--- src/logic/uep_pkg.sv ---
/*
 * Package for the serial enable/power sequencing block: register map,
 * field positions, reset values and baud timing counts.
 * Assumes a 10 MHz system clock and 32-bit Avalon-MM register access.
 */
package uep_pkg;
   localparam int unsigned SYS_CLK_HZ = 10000000;
   // Register byte offsets
   localparam logic [3:0] OFS_CTRL = 4'h0;
   localparam logic [3:0] OFS_BAUD = 4'h4;
   localparam logic [3:0] OFS_TXDATA = 4'h8;
   localparam logic [3:0] OFS_STATUS = 4'hc;
   localparam logic [3:0] OFS_IRQ_STAT = 4'h0 + 4'h0 + 4'h0 + 4'h0;
   // Second-page offsets (address bit 4 set)
   localparam logic [4:0] OFS_IRQ_STATUS = 5'h10;
   localparam logic [4:0] OFS_IRQ_CLEAR = 5'h14;
   localparam logic [4:0] OFS_IRQ_ENABLE = 5'h18;
   localparam logic [4:0] OFS_CLKGATE = 5'h1c;
   // Control register fields
   localparam int CTRL_POWER_BIT = 0;
   localparam int CTRL_TXE_BIT = 1;
   localparam int CTRL_RXE_BIT = 2;
   // Status register fields
   localparam int STAT_TX_BUSY_BIT = 0;
   localparam int STAT_TXE_SYNC_BIT = 1;
   localparam int STAT_RXE_SYNC_BIT = 2;
   localparam int STAT_TX_PIN_BIT = 3;
   // Interrupt status fields
   localparam int IRQ_TX_DONE_BIT = 0;
   localparam int IRQ_WIDTH = 1;
   // Baud control: base clock divider select and bit-period count
   localparam int BAUD_SEL_W = 3;
   localparam int BAUD_DIV_W = 8;
   localparam logic [BAUD_SEL_W-1:0] BAUD_SEL_RST = 3'h0;
   localparam logic [BAUD_DIV_W-1:0] BAUD_DIV_RST = 8'h04;
   localparam int BAUD_SEL_SHIFT = 8;
   // Frame: start, 8 data, 1 stop
   localparam int DATA_BITS = 8;
   localparam int FRAME_BITS = 10;
   localparam logic [3:0] FRAME_BITS_CNT = 4'ha;
   localparam logic [31:0] BUS_UNMAPPED = 32'h00000000;
endpackage

--- src/logic/uep_uart_enable.sv ---
/*
 * Serial transmit core with power/enable sequencing, clock-stop hold,
 * base-clock enable synchronisers, transmit completion interrupt and an
 * Avalon-MM register slave. Assumes one 10 MHz clock; the clock-stop
 * input comes from the system clock controller on the same clock.
 */
// Notes on behaviour
// - With the clock running, transmission goes on as in normal operation.
// - While the clock supply is stopped every register holds its last value; the prescaler still clears when power is off.
// - While the clock supply is stopped the transmit pin keeps its last level.
// - After the clock resumes nothing is guaranteed until software reinitialises.
// - Enable bits are sampled by synchronisers on the selected baud base clock.
`timescale 1ns/1ns
module uep_uart_enable
   import uep_pkg::*;
(
   input wire logic sys_clk_in,
   input wire logic rst_in,
   input wire logic clk_stop_in,
   input wire logic [4:0] avs_address_in,
   input wire logic avs_read_in,
   input wire logic avs_write_in,
   input wire logic [31:0] avs_writedata_in,
   input wire logic [3:0] avs_byteenable_in,
   output logic [31:0] avs_readdata_out,
   output logic avs_waitrequest_out,
   output logic serial_tx_pin_out,
   output logic tx_done_irq_out,
   output logic irq_out
);

   typedef enum logic [2:0] {
      UEP_TX_IDLE = 3'b001,
      UEP_TX_SHIFT = 3'b010,
      UEP_TX_DONE = 3'b100
   } uep_tx_state_e;

   // Gated clock enable: everything but the prescaler's power-off clear holds while the supply is stopped
   logic run;
   assign run = ~clk_stop_in;

   logic uart_power_on_q;
   logic tx_enable_bit_q;
   logic rx_enable_bit_q;
   logic [BAUD_SEL_W-1:0] baud_sel_q;
   logic [BAUD_DIV_W-1:0] baud_div_q;
   logic [DATA_BITS-1:0] tx_shift_reg_q;
   logic tx_load_q;
   logic irq_stat_q;
   logic irq_en_q;
   logic ack_q;
   logic [31:0] rdata_q;

   logic wr_hit;
   logic rd_hit;
   logic bus_req;
   assign bus_req = avs_read_in | avs_write_in;
   // Writes land on the acknowledging edge; reads are fetched one edge early
   assign wr_hit = avs_write_in & ack_q & run;
   assign rd_hit = avs_read_in & ~ack_q & run;
   // One wait state; a stopped clock withholds the answer, even one already due
   assign avs_waitrequest_out = bus_req & (~ack_q | clk_stop_in);
   assign avs_readdata_out = rdata_q;

   always_ff @(posedge sys_clk_in) begin
      if (rst_in) begin
         ack_q <= 1'b0;
      end else if (run) begin
         ack_q <= bus_req & ~ack_q;
      end
   end

   // Baud base clock: power-of-two prescaler selected by baud_sel_q
   // Prescaler rests at zero while powered down, so ticks restart in phase
   logic [7:0] pre_cnt_q;
   logic base_tick;
   always_ff @(posedge sys_clk_in) begin
      if (rst_in | ~uart_power_on_q) begin
         pre_cnt_q <= 8'h00;
      end else if (run) begin
         pre_cnt_q <= pre_cnt_q + 8'h01;
      end
   end
   always_comb begin
      if (baud_sel_q == 3'h0) begin
         base_tick = uart_power_on_q;
      end else begin
         base_tick = uart_power_on_q &
            (pre_cnt_q[baud_sel_q - 3'h1 -: 1] == 1'b1) &
            ((pre_cnt_q & ((8'h01 << baud_sel_q) - 8'h01)) == ((8'h01 << baud_sel_q) - 8'h01));
      end
   end

   // Enable synchronisers stepped by the base clock
   // Power-off empties the chain: the reinitialisation path after a stop
   logic [1:0] txe_sync_q;
   logic [1:0] rxe_sync_q;
   always_ff @(posedge sys_clk_in) begin
      if (rst_in) begin
         txe_sync_q <= 2'b00;
         rxe_sync_q <= 2'b00;
      end else if (run & base_tick) begin
         txe_sync_q <= {txe_sync_q[0], tx_enable_bit_q & uart_power_on_q};
         rxe_sync_q <= {rxe_sync_q[0], rx_enable_bit_q & uart_power_on_q};
      end else if (run & ~uart_power_on_q) begin
         txe_sync_q <= 2'b00;
         rxe_sync_q <= 2'b00;
      end
   end
   // Both enables reach the logic only through the base-clock chain
   logic tx_active;
   logic rx_active;
   assign tx_active = txe_sync_q[1];
   assign rx_active = rxe_sync_q[1];

   // Bit-period timer on base ticks
   logic [BAUD_DIV_W-1:0] bit_cnt_q;
   logic bit_tick;
   assign bit_tick = base_tick & (bit_cnt_q == 8'h00);
   always_ff @(posedge sys_clk_in) begin
      if (rst_in) begin
         bit_cnt_q <= 8'h00;
      end else if (run & ~tx_active) begin
         bit_cnt_q <= 8'h00;
      end else if (run & base_tick) begin
         bit_cnt_q <= (bit_cnt_q == 8'h00) ? (baud_div_q - 8'h01) : (bit_cnt_q - 8'h01);
      end
   end

   // Transmitter
   uep_tx_state_e tx_state_q;
   logic [3:0] frame_idx_q;
   logic [FRAME_BITS-1:0] frame_q;
   logic tx_pin_q;
   logic tx_done_pulse;
   assign tx_done_pulse = run & (tx_state_q == UEP_TX_DONE);

   always_ff @(posedge sys_clk_in) begin
      if (rst_in) begin
         tx_state_q <= UEP_TX_IDLE;
         frame_idx_q <= 4'h0;
         frame_q <= '1;
         tx_pin_q <= 1'b1;
      end else if (run) begin
         if (~tx_active) begin
            // Disabled transmitter returns to idle, line marks high
            tx_state_q <= UEP_TX_IDLE;
            frame_idx_q <= 4'h0;
            tx_pin_q <= 1'b1;
         end else begin
            case (tx_state_q)
               UEP_TX_IDLE: begin
                  if (tx_load_q & bit_tick) begin
                     frame_q <= {1'b1, tx_shift_reg_q, 1'b0};
                     frame_idx_q <= 4'h0;
                     tx_state_q <= UEP_TX_SHIFT;
                  end
               end
               UEP_TX_SHIFT: begin
                  if (bit_tick) begin
                     // Stop bit has stood a full bit period here
                     if (frame_idx_q == FRAME_BITS_CNT) begin
                        tx_state_q <= UEP_TX_DONE;
                     end else begin
                        tx_pin_q <= frame_q[frame_idx_q];
                        frame_idx_q <= frame_idx_q + 4'h1;
                     end
                  end
               end
               UEP_TX_DONE: begin
                  tx_state_q <= UEP_TX_IDLE;
               end
               default: begin
                  tx_state_q <= UEP_TX_IDLE;
               end
            endcase
         end
      end
   end
   assign serial_tx_pin_out = tx_pin_q;
   assign tx_done_irq_out = tx_done_pulse;

   // Pending load flag, consumed when the frame starts
   always_ff @(posedge sys_clk_in) begin
      if (rst_in) begin
         tx_load_q <= 1'b0;
      end else if (run) begin
         if (wr_hit & (avs_address_in == {1'b0, OFS_TXDATA}) & tx_active) begin
            tx_load_q <= 1'b1;
         end else if ((tx_state_q == UEP_TX_IDLE) & tx_active & bit_tick) begin
            tx_load_q <= 1'b0;
         end else if (~tx_active) begin
            tx_load_q <= 1'b0;
         end
      end
   end

   // Busy covers a load still waiting for its first bit tick
   logic tx_busy;
   assign tx_busy = (tx_state_q != UEP_TX_IDLE) | tx_load_q;

   // Control and data registers
   // Ordering of power and enables is left to software
   always_ff @(posedge sys_clk_in) begin
      if (rst_in) begin
         uart_power_on_q <= 1'b0;
         tx_enable_bit_q <= 1'b0;
         rx_enable_bit_q <= 1'b0;
         baud_sel_q <= BAUD_SEL_RST;
         baud_div_q <= BAUD_DIV_RST;
         tx_shift_reg_q <= '0;
      end else if (wr_hit) begin
         case (avs_address_in)
            {1'b0, OFS_CTRL}: begin
               if (avs_byteenable_in[0]) begin
                  uart_power_on_q <= avs_writedata_in[CTRL_POWER_BIT];
                  tx_enable_bit_q <= avs_writedata_in[CTRL_TXE_BIT];
                  rx_enable_bit_q <= avs_writedata_in[CTRL_RXE_BIT];
               end
            end
            {1'b0, OFS_BAUD}: begin
               if (avs_byteenable_in[0]) begin
                  baud_div_q <= avs_writedata_in[BAUD_DIV_W-1:0];
               end
               if (avs_byteenable_in[1]) begin
                  baud_sel_q <= avs_writedata_in[BAUD_SEL_SHIFT +: BAUD_SEL_W];
               end
            end
            {1'b0, OFS_TXDATA}: begin
               // Frame copies the word at its start; a later write feeds the next frame
               if (avs_byteenable_in[0]) begin
                  tx_shift_reg_q <= avs_writedata_in[DATA_BITS-1:0];
               end
            end
            default: begin
            end
         endcase
      end
   end

   // Interrupt status (set wins over clear) and enable
   always_ff @(posedge sys_clk_in) begin
      if (rst_in) begin
         irq_stat_q <= 1'b0;
         irq_en_q <= 1'b0;
      end else if (run) begin
         if (tx_done_pulse) begin
            irq_stat_q <= 1'b1;
         end else if (wr_hit & (avs_address_in == OFS_IRQ_CLEAR) & avs_byteenable_in[0] &
                      avs_writedata_in[IRQ_TX_DONE_BIT]) begin
            irq_stat_q <= 1'b0;
         end
         if (wr_hit & (avs_address_in == OFS_IRQ_ENABLE) & avs_byteenable_in[0]) begin
            irq_en_q <= avs_writedata_in[IRQ_TX_DONE_BIT];
         end
      end
   end
   assign irq_out = irq_stat_q & irq_en_q;

   // Read data
   always_ff @(posedge sys_clk_in) begin
      if (rst_in) begin
         rdata_q <= '0;
      end else if (rd_hit) begin
         case (avs_address_in)
            {1'b0, OFS_CTRL}: begin
               rdata_q <= {29'h0, rx_enable_bit_q, tx_enable_bit_q, uart_power_on_q};
            end
            {1'b0, OFS_BAUD}: begin
               rdata_q <= {21'h0, baud_sel_q, baud_div_q};
            end
            {1'b0, OFS_TXDATA}: begin
               rdata_q <= {24'h0, tx_shift_reg_q};
            end
            {1'b0, OFS_STATUS}: begin
               rdata_q <= {28'h0, tx_pin_q, rx_active, tx_active, tx_busy};
            end
            OFS_IRQ_STATUS: begin
               rdata_q <= {31'h0, irq_stat_q};
            end
            // Clear register is write-only
            OFS_IRQ_CLEAR: begin
               rdata_q <= BUS_UNMAPPED;
            end
            OFS_IRQ_ENABLE: begin
               rdata_q <= {31'h0, irq_en_q};
            end
            default: begin
               rdata_q <= BUS_UNMAPPED;
            end
         endcase
      end
   end

endmodule // uep_uart_enable

--- config.mk ---
export PLATFORM = sky130hd
export DESIGN_NAME = uep_uart_enable
export DESIGN_NICKNAME = d
export VERILOG_FILES = /design/src/logic/uep_pkg.sv /design/src/logic/uep_uart_enable.sv
export SDC_FILE = /design/constraint.sdc
export NUM_CORES = 1
export LEC_CHECK = 0
export BUFFER_PORTS_ARGS = -buffer_cell sky130_fd_sc_hd__buf_2
export CAP_MARGIN = 20
export CORE_MARGIN = 3
export CORE_UTILIZATION = 60
export CTS_CLUSTER_SIZE = 40
export DETAILED_ROUTE_END_ITERATION = 16
export GPL_TIMING_DRIVEN = 0
export PLACE_DENSITY = 0.86
export SLEW_MARGIN = 20
export SYNTH_ARGS = -nofsm -noshare
export SYNTH_HDL_FRONTEND = slang
export SYNTH_SLANG_ARGS = --single-unit
export TNS_END_PERCENT = 30
--- constraint.sdc ---
create_clock -name sys_clk_in -period 5.5 [get_ports sys_clk_in]
set_input_delay 0.275 -clock sys_clk_in [delete_from_list [all_inputs] [get_ports sys_clk_in]]
set_output_delay 0.275 -clock sys_clk_in [all_outputs]
set_load 0.02 [all_outputs]
==> results.ini <==
[logic_synthesis]
yosysTopAreaCell = dfxtp_1
ys_top_cells_by_area = dfxtp_1, mux2i_1, nor2_1, buf_4, mux4_2
syn_inst = 467
synth_top_area_share_pct = 35.8
seq_area_frac_synth_pct = 35.8
synth_cell_types = 61
synth-warning-count = 0
synthFlopType = dfxtp_1
syn_avg_cell_area_sq_um = 8.86
synth_most_common_cell = dfxtp_1
ys_ff_latch = 74
synthArstFlopShare_pct = 0
synth_edf_count = 0
synth_area_sq_mm = 0.00414
synthTopCellsByCount = dfxtp_1, nor2_1, mux2i_1

[placed_design]
hpwl_mm = 7.76
gp_congestion = 0.904
place_ws_ns = 1.83
portBuffers = 34
dp_cells = 598

[die]
core_sq_mm = 0.00653
die_y_um = 89.1
ios = 82
die-area_sq_mm = 0.00793
row_count = 29
die_w_um = 89.1
start_util_pct = 63.4

[min_path]
hold_depth = 3
hp-class = primary input to flip-flop

[timing]
period_share_pct = 67.3
drv_slew = 0
setup_ws_ns = 1.80
setup_violations = 0
hold_viol = 0
fmax_mhz = 270
setup_tns_ns = 0
maxSlewHeadroom_pct = 25.1
finClkSkew_ns = 0.0102
rsz0062_at_grt = no
worst_slew_pin_slew_ns = 1.11
fin_crit_ns = 3.70

[global_route]
overflow = 0
grt_max_degree = 14
grt_pass1_vias = 3349
track_usage_pct = 27.1
antenna_found_initial = 0
grt_pass1_wl_mm = 16.5

[pwr]
p_per_area_mw_per_mm2 = 226
p_leak_nw = 1.79
totalPowerFinal_mw = 1.06
peakVddDrop_mv = 0.201

[critical_path]
worst_ep_arrival_time_ns = 3.93
r2r-end = frame_q[8]
r2r_start = baud_sel_q[0]
r2r_cells = 13
critPathLaunch = baud_sel_q[0]
cp_max_fo = 10
startpoint_type = flip-flop
required_ns = 5.73
crit_end = frame_q[8]
crit_path_end_kind = flip-flop
r2r_slack_ns = 1.80
critPathKind = flip-flop to flip-flop

[status]
status = complete, no violations

[detailed_routing]
firstDrtPassIters = 5
totalWireLength_mm = 10.4
vias = 3694
antenna_left = 0
drc_errors = 0
wire_per_inst_um = 16.9
viasPerCell = 6.02
first_iter_violations = 409

[clock_tree]
holdBufCountCts = 0
cts_setup_buffers = 0
cts_root_buf = clkbuf_8
clk_pin_slew_ns = 0.08
numCtsBuffers = 9
clk_path_buf_depth = 2
cts_tree = done
worst_skew_pair.late_latency_ns = 0.36
post_cts_resized = 0
cts_sinks = 74
htreeDepth = 3

[layout]
drive_gt1_share_pct = 19.0
syn2layout_area_growth_pct = 13.5
nets = 588
final_cells = 614
num_antenna_cells = 0

[run]
maxCapViolCount = 0

-- worst min path at each step --
| stage | start | to | slack [ns] |
|---|---|---|---|
| floorplan | avs_writedata_in[2] | baud_div_q[2] | 0.40 |
| global placement | avs_readdata_out[9] | avs_readdata_out[9] | 0.45 |
| detailed placement | avs_readdata_out[8] | avs_readdata_out[8] | 0.45 |
| CTS | avs_writedata_in[9] | baud_sel_q[1] | 0.15 |
| global route | avs_writedata_in[6] | tx_shift_reg_q[6] | 0.16 |
| finish | avs_writedata_in[8] | baud_sel_q[0] | 0.15 |
-- metrics by stage --
step                      util, %  hold WS (ns)  cell area, sq um
final                        71.9         0.153              4700
after detailed placement     68.6         0.454              4480
after floorplan                 -         0.403              4210
after CTS                    71.8         0.150              4690
after global routing         71.9         0.157              4700
after global placement       68.6         0.445              4480
-- critical path, stage by stage, from the launching register on --
cell	delay, ns
dfxtp_1	0.41
inv_1	0.15
ha_1	0.33
nand2b_1	0.12
buf_6	0.16
ha_1	0.27
nor2b_1	0.16
a221o_1	0.37
a2111oi_4	0.38
nand4_4	0.23
a2111oi_4	0.47
buf_6	0.22
mux2i_1	0.21
nand2_1	0.07
-- state kept, by name (all words and copies together) (netlist names) --
signal / flops
ack_q: 1
uart_power_on_q: 1
bit_cnt_q: 8
frame_q: 9
avs_readdata_out: 11
txe_sync_q: 2
pre_cnt_q: 8
irq_stat_q: 1
rx_enable_bit_q: 1
rxe_sync_q: 2
baud_sel_q: 3
tx_state_q: 3
irq_en_q: 1
tx_enable_bit_q: 1
baud_div_q: 8
frame_idx_q: 4
tx_load_q: 1
serial_tx_pin_out: 1
tx_shift_reg_q: 8
-- placed cells by master, fill, tap and decap left out, types with 5 or more instances in the layout --
| cell type | n |
|---|---|
| buf_4 | 21 |
| nand2_1 | 34 |
| nor2_1 | 64 |
| o21ai_0 | 13 |
| nor2b_1 | 8 |
| ha_1 | 10 |
| dfxtp_1 | 74 |
| buf_2 | 36 |
| nor3_1 | 9 |
| clkbuf_1 | 15 |
| clkbuf_8 | 11 |
| inv_1 | 16 |
| and3_1 | 6 |
| mux4_2 | 7 |
| nand2b_1 | 5 |
| xor2_1 | 6 |
| nand3_1 | 13 |
| mux2i_1 | 41 |
| a21oi_1 | 26 |
| xnor2_1 | 5 |
| a211oi_1 | 5 |
| conb_1 | 21 |
| a22oi_1 | 8 |
-- metal layers --
layer | up-vias | wire length [um] | track usage [%]
li1 | 1765 | - | -
met1 | 1736 | 4570 | 37.4
met2 | 179 | 4750 | 42.3
met3 | 14 | 910 | 7.10
met4 | 0 | 123 | 7.31
met5 | - | 0 | 0
-- kinds of logic (layout without fill, tap and decap cells) --
group	Yosys count	count (layout)	share of synthesized area [%]
AOI/OAI and AO/OA	91	91	16.1
DFF	74	74	35.8
xor gates and xnor gates	11	11	2.33
and+or+nand+nor	170	170	20.2
adders and majority gates	10	10	3.02
buffers and inverters	58	108	7.59
muxes	52	52	14.8
other	1	21	0.0906
-- layout make-up --
class | count | area (sq um)
Clock inverter | 5 | 60.1
Inverter | 17 | 63.8
Fill cell | 494 | 1830
Sequential cell | 74 | 1480
Buffer | 41 | 250
Multi-Input combinational cell | 355 | 2420
Clock buffer | 11 | 151
Tap cell | 77 | 96.3
Timing Repair Buffer | 34 | 170
-- report_power, final --
part | total (mW) | leakage, nW | switching [mW] | internal, mW
Combinational | 0.0698 | 1.08 | 0.0461 | 0.0237
Sequential | 0.537 | 0.596 | 0.000779 | 0.536
Clock | 0.453 | 0.106 | 0.217 | 0.237
Total | 1.06 | 1.79 | 0.264 | 0.796
No activity file was read; power rests on OpenSTA's default activity.
